[src/pct_map.svh]
// register map, field positions and reset values of the countdown timer
//
// Contract
// RL1: six-bit prescaler divides clock by one to 64
// RL2: counter decrements per prescaler overflow, range 1-256
// RL3: request only when counter and prescaler both end
// RL4: software starts, stops, resumes or restarts counting
// RL5: mode 0 halts at zero, 1 reloads
// RL6: count read is harmless; prescaler unreadable
// RL7: counter write stores initial value, 00 means 256
// RL8: prescaler byte: mode, reserved zero, ratio 00=64
// RL9: counting continues while processor is halted
// RL10: oscillator stop freezes timer, no wake-up
// RL11: load bit presets counter and prescaler; enable gates
// RL12: after reset disabled, no request
`ifndef PCT_MAP_SVH
`define PCT_MAP_SVH

// register file addresses
`define PCT_ADDR_MODE      8'hF1
`define PCT_ADDR_PRESC     8'hF5
`define PCT_ADDR_COUNT     8'hF2

// timer mode control fields
`define PCT_MODE_LOAD_BIT  0
`define PCT_MODE_EN_BIT    1
`define PCT_MODE_RUN_BIT   2
`define PCT_MODE_DONE_BIT  3

// prescaler config fields
`define PCT_PRE_CMODE_BIT  0
`define PCT_PRE_RSVD_BIT   1
`define PCT_PRE_RATIO_LSB  2
`define PCT_PRE_RATIO_MSB  7

// reset values
`define PCT_INIT_RST       8'h00
`define PCT_RATIO_RST      6'h00
`define PCT_COUNT_RST      8'h00
`define PCT_RDATA_RST      8'h00

`endif

[src/pct_pkg.sv]
// types shared by the countdown timer modules
package pct_pkg;

  // counter activity states
  typedef enum logic [1:0] {
    pct_idle,
    pct_run,
    pct_frozen,
    pct_done
  } pct_state_e;

  typedef logic [7:0] pct_byte_t;
  typedef logic [5:0] pct_ratio_t;

endpackage : pct_pkg

[src/pct_presc_if.sv]
// signals between the timer control and its prescaler
`timescale 1ns/10ps
`default_nettype none

interface pct_presc_if;
  logic            preset;
  logic            run;
  pct_pkg::pct_ratio_t ratio;
  logic            tick;

  // control side
  modport ctrl (
    output preset,
    output run,
    output ratio,
    input  tick
  );

  // prescaler side
  modport presc (
    input  preset,
    input  run,
    input  ratio,
    output tick
  );
endinterface : pct_presc_if

`default_nettype wire

[src/pct_prescaler.sv]
// six-bit programmable prescaler of the countdown timer
`timescale 1ns/10ps
`default_nettype none
`include "pct_map.svh"

module pct_prescaler (
  // clock and reset
  input  wire logic    ref_clk,
  input  wire logic    rst_n,
  // link to the timer control
  pct_presc_if.presc   pif
);

  // remaining clocks of this period, 0 stands for 64
  pct_pkg::pct_ratio_t remain;

  // end of count when one clock is left
  assign pif.tick = pif.run && (remain == 6'h01); // [RL1]

  // reload on preset or on end of count, else count down
  always_ff @(posedge ref_clk or negedge rst_n) begin
    if (!rst_n) begin
      remain <= `PCT_RATIO_RST;
    end else if (pif.preset) begin
      remain <= pif.ratio; // [RL11]
    end else if (pif.tick) begin
      remain <= pif.ratio; // [RL1]
    end else if (pif.run) begin
      remain <= remain - 6'h01; // 0 wraps to 63, giving 64 [RL1]
    end
  end

endmodule : pct_prescaler

`default_nettype wire

[src/pct_timer.sv]
// prescaled countdown timer with its register file port
`timescale 1ns/10ps
`default_nettype none
`include "pct_map.svh"

module pct_timer (
  // clock and reset
  input  wire logic   ref_clk,
  input  wire logic   rst_n,
  // register file access from the core
  input  wire logic   reg_wr,
  input  wire logic   reg_rd,
  input  wire logic [7:0] reg_addr,
  input  wire logic [7:0] reg_wdata,
  output var  logic [7:0] reg_rdata,
  // power state of the oscillator
  input  wire logic   osc_stop,
  // timer outputs
  output var  logic   timer_interrupt_request,
  output var  logic   timer_running
);

  ////////////////////////////////////////////////////////////
  // declarations
  ////////////////////////////////////////////////////////////

  pct_presc_if         pif ();

  pct_pkg::pct_byte_t  init_value;
  pct_pkg::pct_byte_t  countdown_timer;
  pct_pkg::pct_ratio_t ratio;
  logic                modulo_mode;
  logic                enable;
  logic                done_flag;
  pct_pkg::pct_state_e state;
  pct_pkg::pct_state_e next_state;

  logic                wr_mode;
  logic                wr_presc;
  logic                wr_count;
  logic                rd_mode;
  logic                rd_count;
  logic                load_req;
  logic                en_req;
  logic                tick;
  logic                end_count;
  logic                counting;

  ////////////////////////////////////////////////////////////
  // helper functions
  ////////////////////////////////////////////////////////////

  // address match for one register
  function automatic logic hit(input logic [7:0] addr,
                               input logic [7:0] reg_addr_c);
    hit = (addr == reg_addr_c);
  endfunction : hit

  // mode register readback image
  function automatic pct_pkg::pct_byte_t mode_image(
      input logic en_c,
      input logic run_c,
      input logic done_c);
    pct_pkg::pct_byte_t img;
    img = 8'h00;
    img[`PCT_MODE_EN_BIT]   = en_c;
    img[`PCT_MODE_RUN_BIT]  = run_c;
    img[`PCT_MODE_DONE_BIT] = done_c;
    mode_image = img;
  endfunction : mode_image

  ////////////////////////////////////////////////////////////
  // register decode
  ////////////////////////////////////////////////////////////

  // write strobes per register, read strobes for mode and count
  assign wr_mode  = reg_wr && hit(reg_addr, `PCT_ADDR_MODE);
  assign wr_presc = reg_wr && hit(reg_addr, `PCT_ADDR_PRESC);
  assign wr_count = reg_wr && hit(reg_addr, `PCT_ADDR_COUNT);
  assign rd_mode  = reg_rd && hit(reg_addr, `PCT_ADDR_MODE);
  assign rd_count = reg_rd && hit(reg_addr, `PCT_ADDR_COUNT);

  // control bits of a mode write
  assign load_req = wr_mode && reg_wdata[`PCT_MODE_LOAD_BIT]; // [RL11]
  assign en_req   = reg_wdata[`PCT_MODE_EN_BIT];

  ////////////////////////////////////////////////////////////
  // programmed values
  ////////////////////////////////////////////////////////////

  // initial count, 00 stands for 256
  always_ff @(posedge ref_clk or negedge rst_n) begin
    if (!rst_n) begin
      init_value <= `PCT_INIT_RST;
    end else if (wr_count) begin
      init_value <= reg_wdata; // [RL7]
    end
  end

  // prescaler config, reserved bit ignored
  always_ff @(posedge ref_clk or negedge rst_n) begin
    if (!rst_n) begin
      modulo_mode <= 1'b0;
      ratio       <= `PCT_RATIO_RST;
    end else if (wr_presc) begin
      modulo_mode <= reg_wdata[`PCT_PRE_CMODE_BIT]; // [RL8]
      ratio       <= reg_wdata[`PCT_PRE_RATIO_MSB:`PCT_PRE_RATIO_LSB]; // [RL8]
    end
  end

  // software enable, only a mode write changes it
  always_ff @(posedge ref_clk or negedge rst_n) begin
    if (!rst_n) begin
      enable <= 1'b0; // [RL12]
    end else if (wr_mode) begin
      enable <= en_req; // [RL4]
    end
  end

  ////////////////////////////////////////////////////////////
  // prescaler
  ////////////////////////////////////////////////////////////

  // drive the prescaler link
  assign counting   = (state == pct_pkg::pct_run);
  assign pif.run    = counting; // [RL11]
  assign pif.preset = load_req; // [RL11]
  assign pif.ratio  = ratio;
  assign tick       = pif.tick;

  pct_prescaler u_presc (
    .ref_clk (ref_clk),
    .rst_n   (rst_n),
    .pif     (pif.presc)
  );

  // both stages at end of count together
  assign end_count = tick && (countdown_timer == 8'h01); // [RL3]

  ////////////////////////////////////////////////////////////
  // down-counter
  ////////////////////////////////////////////////////////////

  // load, decrement on overflow, reload in modulo mode
  always_ff @(posedge ref_clk or negedge rst_n) begin
    if (!rst_n) begin
      countdown_timer <= `PCT_COUNT_RST;
    end else if (load_req) begin
      countdown_timer <= init_value; // restart from initial [RL4]
    end else if (end_count) begin
      if (modulo_mode) begin
        countdown_timer <= init_value; // [RL5]
      end else begin
        countdown_timer <= 8'h00; // [RL5]
      end
    end else if (tick) begin
      countdown_timer <= countdown_timer - 8'h01; // 00 -> FF [RL2]
    end
  end

  ////////////////////////////////////////////////////////////
  // activity state
  ////////////////////////////////////////////////////////////

  // next state of the counter
  always_comb begin
    next_state = state;
    case (state)
      pct_pkg::pct_idle: begin
        if (wr_mode && en_req && !osc_stop) begin
          next_state = pct_pkg::pct_run; // start or resume [RL4]
        end
      end
      pct_pkg::pct_run: begin
        if (wr_mode && !en_req) begin
          next_state = pct_pkg::pct_idle; // stop [RL4]
        end else if (end_count && !modulo_mode && !load_req) begin
          next_state = pct_pkg::pct_done; // [RL5]
        end else if (osc_stop) begin
          next_state = pct_pkg::pct_frozen; // [RL10]
        end
      end
      pct_pkg::pct_frozen: begin
        if (wr_mode && !en_req) begin
          next_state = pct_pkg::pct_idle;
        end else if (!osc_stop) begin
          next_state = pct_pkg::pct_run; // [RL10]
        end
      end
      pct_pkg::pct_done: begin
        if (wr_mode && !en_req) begin
          next_state = pct_pkg::pct_idle;
        end else if (wr_mode && en_req && !osc_stop) begin
          next_state = pct_pkg::pct_run; // rerun after single pass [RL4]
        end
      end
      default: begin
        next_state = pct_pkg::pct_idle;
      end
    endcase
  end

  // state register; processor halt is not seen here
  always_ff @(posedge ref_clk or negedge rst_n) begin
    if (!rst_n) begin
      state <= pct_pkg::pct_idle; // [RL12]
    end else begin
      state <= next_state; // [RL9]
    end
  end

  // single pass finished, set wins over a load
  always_ff @(posedge ref_clk or negedge rst_n) begin
    if (!rst_n) begin
      done_flag <= 1'b0;
    end else if (end_count && !modulo_mode) begin
      done_flag <= 1'b1; // [RL5]
    end else if (load_req) begin
      done_flag <= 1'b0;
    end
  end

  ////////////////////////////////////////////////////////////
  // outputs
  ////////////////////////////////////////////////////////////

  // one-cycle request at the joint end of count
  always_ff @(posedge ref_clk or negedge rst_n) begin
    if (!rst_n) begin
      timer_interrupt_request <= 1'b0; // [RL12]
    end else begin
      timer_interrupt_request <= end_count; // [RL3]
    end
  end

  // running status, registered
  always_ff @(posedge ref_clk or negedge rst_n) begin
    if (!rst_n) begin
      timer_running <= 1'b0;
    end else begin
      timer_running <= (next_state == pct_pkg::pct_run);
    end
  end

  // read data, held until the next read
  always_ff @(posedge ref_clk or negedge rst_n) begin
    if (!rst_n) begin
      reg_rdata <= `PCT_RDATA_RST;
    end else if (rd_count) begin
      reg_rdata <= countdown_timer; // live value, no side effect [RL6]
    end else if (rd_mode) begin
      reg_rdata <= mode_image(enable, counting, done_flag);
    end else if (reg_rd) begin
      reg_rdata <= 8'h00; // prescaler and unmapped read as zero [RL6]
    end
  end

endmodule : pct_timer

`default_nettype wire

[config.mk]
export PLATFORM = sky130hd
export DESIGN_NAME = pct_timer
export DESIGN_NICKNAME = d
export VERILOG_FILES = /design/src/pct_pkg.sv /design/src/pct_presc_if.sv /design/src/pct_prescaler.sv /design/src/pct_timer.sv
export VERILOG_INCLUDE_DIRS = /design/src
export SDC_FILE = /design/constraint.sdc
export NUM_CORES = 1
export LEC_CHECK = 0
export ABC_AREA = 1
export BUFFER_PORTS_ARGS = -buffer_cell sky130_fd_sc_hd__buf_4
export CAP_MARGIN = 10
export CORE_MARGIN = 5
export CORE_UTILIZATION = 35
export CTS_CLUSTER_SIZE = 24
export DETAILED_ROUTE_END_ITERATION = 8
export SETUP_SLACK_MARGIN = 0.05
export SLEW_MARGIN = 20
export SYNTH_ARGS = -nofsm -noshare
export SYNTH_HDL_FRONTEND = slang
export SYNTH_SLANG_ARGS = --single-unit
[constraint.sdc]
create_clock -name ref_clk -period 1.45 [get_ports ref_clk]
set_input_delay 0.145 -clock ref_clk [delete_from_list [all_inputs] [get_ports ref_clk]]
set_output_delay 0.145 -clock ref_clk [all_outputs]
set_load 0.02 [all_outputs]
### Word-level counts from Yosys, hierarchy flattened

Cells that the tools add are included.

* add/sub/neg operators: 2
* reductions and logical operators: 22
* muxes and demuxes: 20
* equal/unequal tests: 9

Operator list (count)
* $mux W8: 7
* $eq A8 B8 Y1 const B: 3
* $mux W6: 3
* $mux W2: 7
* $logic_and A1 B1 Y1: 13
* $reduce_bool A3 Y1: 3
* $eq A8 B1 Y1 const B: 1
* $pmux W2 S4: 1
* $sub A8 B1 Y8 const B: 1
* $eq A6 B1 Y1 const B: 1
* $sub A6 B1 Y6 const B: 1
* $eq A2 B1 Y1 const B: 2
* $eq A2 B2 Y1 const B: 2
* $logic_not A1 Y1: 4
* $logic_not A2 Y1: 1
* $mux W1: 2
* $reduce_bool A2 Y1: 1

* logic and storage cells: 64
* output and inout port bits: 10
* bits in registers: 43

### Longest topological paths before layout

* depth after elaboration: 9
* gate-level depth with buffers: 11
* gate-level depth less buffers: 11

### Modules after synthesis

Synthesis repeated with hierarchy kept, for this count alone.

* cell total of the unflattened synthesis: 287
* area total of the unflattened synthesis: 2287.2 um2

Modules (own cells, without submodules)
* pct_timer: area each 1811.7 um2, sequential area each 925.9 um2, cells each 216, times used 1
* pct_prescaler: area each 475.5 um2, sequential area each 150.1 um2, cells each 71, times used 1

### Worst setup path before layout

Ideal clock, no wire load.

* kind: reg-to-reg
* start point: register countdown_timer[1]
* end point: register timer_running
* slack: 0.034 ns
* data arrival time: 1.291 ns
* stages on the path, launching flop included: 12
* setup time: 0.126 ns
* buffers on the path: 0
* period minus slack after synthesis: 1.416 ns
* cell sequence: dfrtp_1 inv_1 ha_1 nand3_1 nor2_1 nand2_4 nor2_2 nand2_1 nand2_1 nand2_1 nand2_1 a21oi_2

* cells in the longest elaborated chain, start to end: 8

Ends and longest elaborated chain
* start, declared: line pct_timer.sv:30 `pct_pkg::pct_byte_t countdown_timer;`
* start signal, assigned: line pct_timer.sv:147 `` countdown_timer <= `PCT_COUNT_RST; ``
* start signal, assigned: line pct_timer.sv:149 `countdown_timer <= init_value;`
* start signal, assigned: line pct_timer.sv:152 `countdown_timer <= init_value;`
* $eq A8 B1 Y1: line pct_timer.sv:138 `assign end_count = tick && (countdown_timer == 8'h01);`
* $logic_and A1 B1 Y1: line pct_timer.sv:138
* $logic_and A1 B1 Y1 (2 in series): line pct_timer.sv:177 `end else if (end_count && !modulo_mode && !load_req) begin`
* $mux W2: line pct_timer.sv:177
* $mux W2: line pct_timer.sv:175 `if (wr_mode && !en_req) begin`
* $pmux W2 S4: line pct_timer.sv:168 `case (state)`
* $eq A2 B1 Y1: line pct_timer.sv:241 `timer_running <= (next_state == pct_pkg::pct_run);`
* end signal, assigned: line pct_timer.sv:241
* end, declared: line pct_timer.sv:20 `output var logic timer_running`

Every way passes these cells.
A chain may end at the register's enable or synchronous reset.

### Worst setup path in the final report

* start point: register countdown_timer[1]
* end point: register countdown_timer[4]

* cells in the longest elaborated chain, start to end: 4

Ends and longest elaborated chain
* $eq A8 B1 Y1 *: line pct_timer.sv:138
* $logic_and A1 B1 Y1 *: line pct_timer.sv:138
* named net end_count: line pct_timer.sv:46 `logic end_count;`
* $mux W8: line pct_timer.sv:150 `end else if (end_count) begin`
* $mux W8: line pct_timer.sv:148 `end else if (load_req) begin`

The timed path passes the listed nets; every way through them passes the cells marked *. The select of a mux whose other input is x is not followed.

==> impl_metrics.ini <==
[run_status]
status = complete, but fails checks
violations = setup timing

[synth]
synth_cell_types = 33
syn_area_per_cell_um2 = 8.69
yosysWarnings = 0
synthesis.nets = 285
synth-seq-area-share = 0.476
synth_edf_count = 0
postSynthCellCount = 260
synth.cell_area_um2 = 2260
synth_seq_cells = 43
synthArstFlopShare = 1.00
synth_ff_type = dfrtp_1

[grt]
first_global_vias = 1876
grt_pass1_wl_um = 8710
grt_max_degree = 44
grt_antenna_before_repair = 0
grt.overflow.total = 0
grtUsageTotal = 0.128

[routing]
drt-initial-drc-count = 79
ant_nets = 0
vias_per_cell = 4.67
routedWlPerCell_um = 12.8
routed_wl_um = 5170
dr.pass1.iters = 4
vias = 1880
drcViolationCount = 0

[power]
switching_share = 0.284
peakVddDrop_uv = 612
p_comb_frac = 0.257
p_int_mw = 2.28
power.switching_uw = 904
power_density_nw_per_um2 = 1040
seq_power_share = 0.440
pwr-share-clk = 0.303
p_leak_nw = 1.54

[sta]
fmax_mhz = 680
setup_tns_ps = -65.5
fin_crit_ps = 1470
drv_slew = 0
max_slew_margin = 0.628
setup_viol = 6
rsz0062_at_grt = true
tightest_slew_ps = 559
final_hold_viol_count = 0
fin_hold_ws_ps = 78.7
layout_setup_ws_ps = -21.6
finalClockSkew_ps = 5.66
finalCritPeriodShare = 1.01

[worst_setup_path]
worstSetupPathType = flip-flop to flip-flop
cp-start-kind = flip-flop
worstPathRequired_ps = 1640
crit_path_end_kind = flip-flop
path_max_fanout = 6
arrival_ps = 1660

[place]
dpl.hpwl_um = 3840
place_congestion = 0.839
port_buffers = 30

[die]
io_pins = 31
dieArea_um2 = 8160
rows = 29
core_um2 = 6310
initial_core_util = 0.358
die_w_um = 90.4
die_h_um = 90.4

[cts]
worstSkewPairLatency_ps = 290
clockBufferDepth = 2
numCtsBuffers = 5
cts_sinks = 43
cts_root_buf = clkbuf_8
clkTransAtPathRegs_ps = 80
htree_levels = 2
cts_tree = yes

[hold_path]
hp-class = primary input to flip-flop

[flow_run]
cap_violations = 0

[layout]
num-nets-final = 350
syn_to_final_growth_pct = 35.5
antennaDiodeCount = 0
layout-drive-gt1-share = 0.380
==> power groups by stage <==
stage	clock (mW)	sequential, mW	combinational, mW
2_1_floorplan	0	1.41	0.337
3_3_place_gp	0	1.40	0.688
3_5_place_dp	0	1.40	0.691
4_1_cts	1.00	1.39	0.742
5_1_grt	1.05	1.41	0.909
6_report	0.963	1.40	0.817
==> stage by stage <==
stage           util  area (µm²)  worst slack (ps)  power, mW  instances
4_1_cts        0.469        2960             -47.7       3.13        402
3_5_place_dp   0.434        2740             -72.7       2.09        389
5_1_grt        0.485        3060              -104       3.37        403
6_report       0.485        3060             -21.6       3.18        403
3_3_place_gp   0.434        2740             -41.4       2.08        389
2_1_floorplan      -        2260              59.3       1.75        260
==> worst max-delay path, stage by stage, from the launching register on <==
cell and delay (ps):
dfrtp_1 390, inv_2 60, ha_4 160, nand3_4 60
nor2_4 40, nand2_4 100, inv_4 50, a21oi_4 180
clkinv_4 120, a21oi_2 150, nor2_1 50
==> placed cells by master, fill, tap and decap left out, drive strengths merged <==
master and n:
nand2 66, buf 59, dfrtp 43, inv 35
nor2 34, o21ai 18, nand3 12, a21oi 11
mux2 9, o211ai 8, clkbuf 6, xor2 4
ha 4, nand4 3, nor3 3, clkinv 3
xnor2 2, o21a 2, and3 1, nand3b 1
bufinv 1, dlygate4sd3 1
==> cells in the mapped netlist, types with 3 or more instances <==
master / number / area [µm²]
o211ai_1: 8 / 60.1
o21ai_1: 3 / 15.0
nand2_1: 59 / 221
o21ai_0: 14 / 70.1
nand3_1: 11 / 55.1
nor2_4: 3 / 33.8
a21oi_1: 8 / 40.0
inv_2: 4 / 15.0
nor3_1: 3 / 15.0
nor2_1: 29 / 109
dfrtp_1: 43 / 1080
inv_1: 31 / 116
ha_1: 4 / 50.1
xor2_1: 4 / 35.0
nand2_2: 4 / 25.0
mux2_2: 9 / 101
==> what timing repair did <==
item | 4_1_cts | 5_1_grt
cloned | 1 | 0
endpoints found under the hold margin | 43 | 0
setup buffers | 3 | 1
endpoints found under the setup margin | 16 | 17
pin swaps | 9 | 10
gates resized for setup | 19 | 21
hold buffers | 1 | 0
==> flip-flops by register name (all words and copies together), names as in the netlist <==
signal,cells
countdown_timer,8
done_flag,1
enable,1
init_value,8
modulo_mode,1
pif.ratio,6
reg_rdata,8
state,2
timer_interrupt_request,1
timer_running,1
u_presc.remain,6
==> routing by layer <==
metal | vias up | GRT usage | part of all wire
li1 | 965 | - | -
met1 | 871 | 0.169 | 0.48
met5 | - | 0 | 0
met4 | 0 | 0.0298 | 0.0085
met3 | 5 | 0.0392 | 0.052
met2 | 39 | 0.207 | 0.46
==> area by class of cell <==
cell class	instances	area, µm²
flip-flops and latches	43	1080
inverters	37	151
clock buffers	6	82.6
multi-input cells	178	1160
fillers	624	3250
repair buffers	60	460
clock inverters	2	35.0
well taps	77	96.3
==> cell families after synthesis <==
| family | Yosys count | synth area share |
|---|---|---|
| DFF | 43 | 0.476 |
| AOI/OAI and AO/OA | 39 | 0.107 |
| and+or+nand+nor | 119 | 0.251 |
| adders and majority gates | 4 | 0.0221 |
| xor gates and xnor gates | 6 | 0.0233 |
| buffers and inverters | 40 | 0.0753 |
| muxes | 9 | 0.0449 |
==> path summary, 6_finish.rpt <==
check	endpoint	start	slack, ps	cells after the start
setup reg to reg	countdown_timer[4]	countdown_timer[1]	-20	10
min in group asynchronous	pif.ratio[5]	rst_n	370	2
max in group asynchronous	done_flag	rst_n	690	2
hold reg to reg	reg_rdata[0]	reg_rdata[0]	490	2
setup / recovery	countdown_timer[4]	countdown_timer[1]	-20	10
hold / removal	init_value[6]	reg_wdata[6]	80	3
No activity file was read; power rests on OpenSTA's default activity.
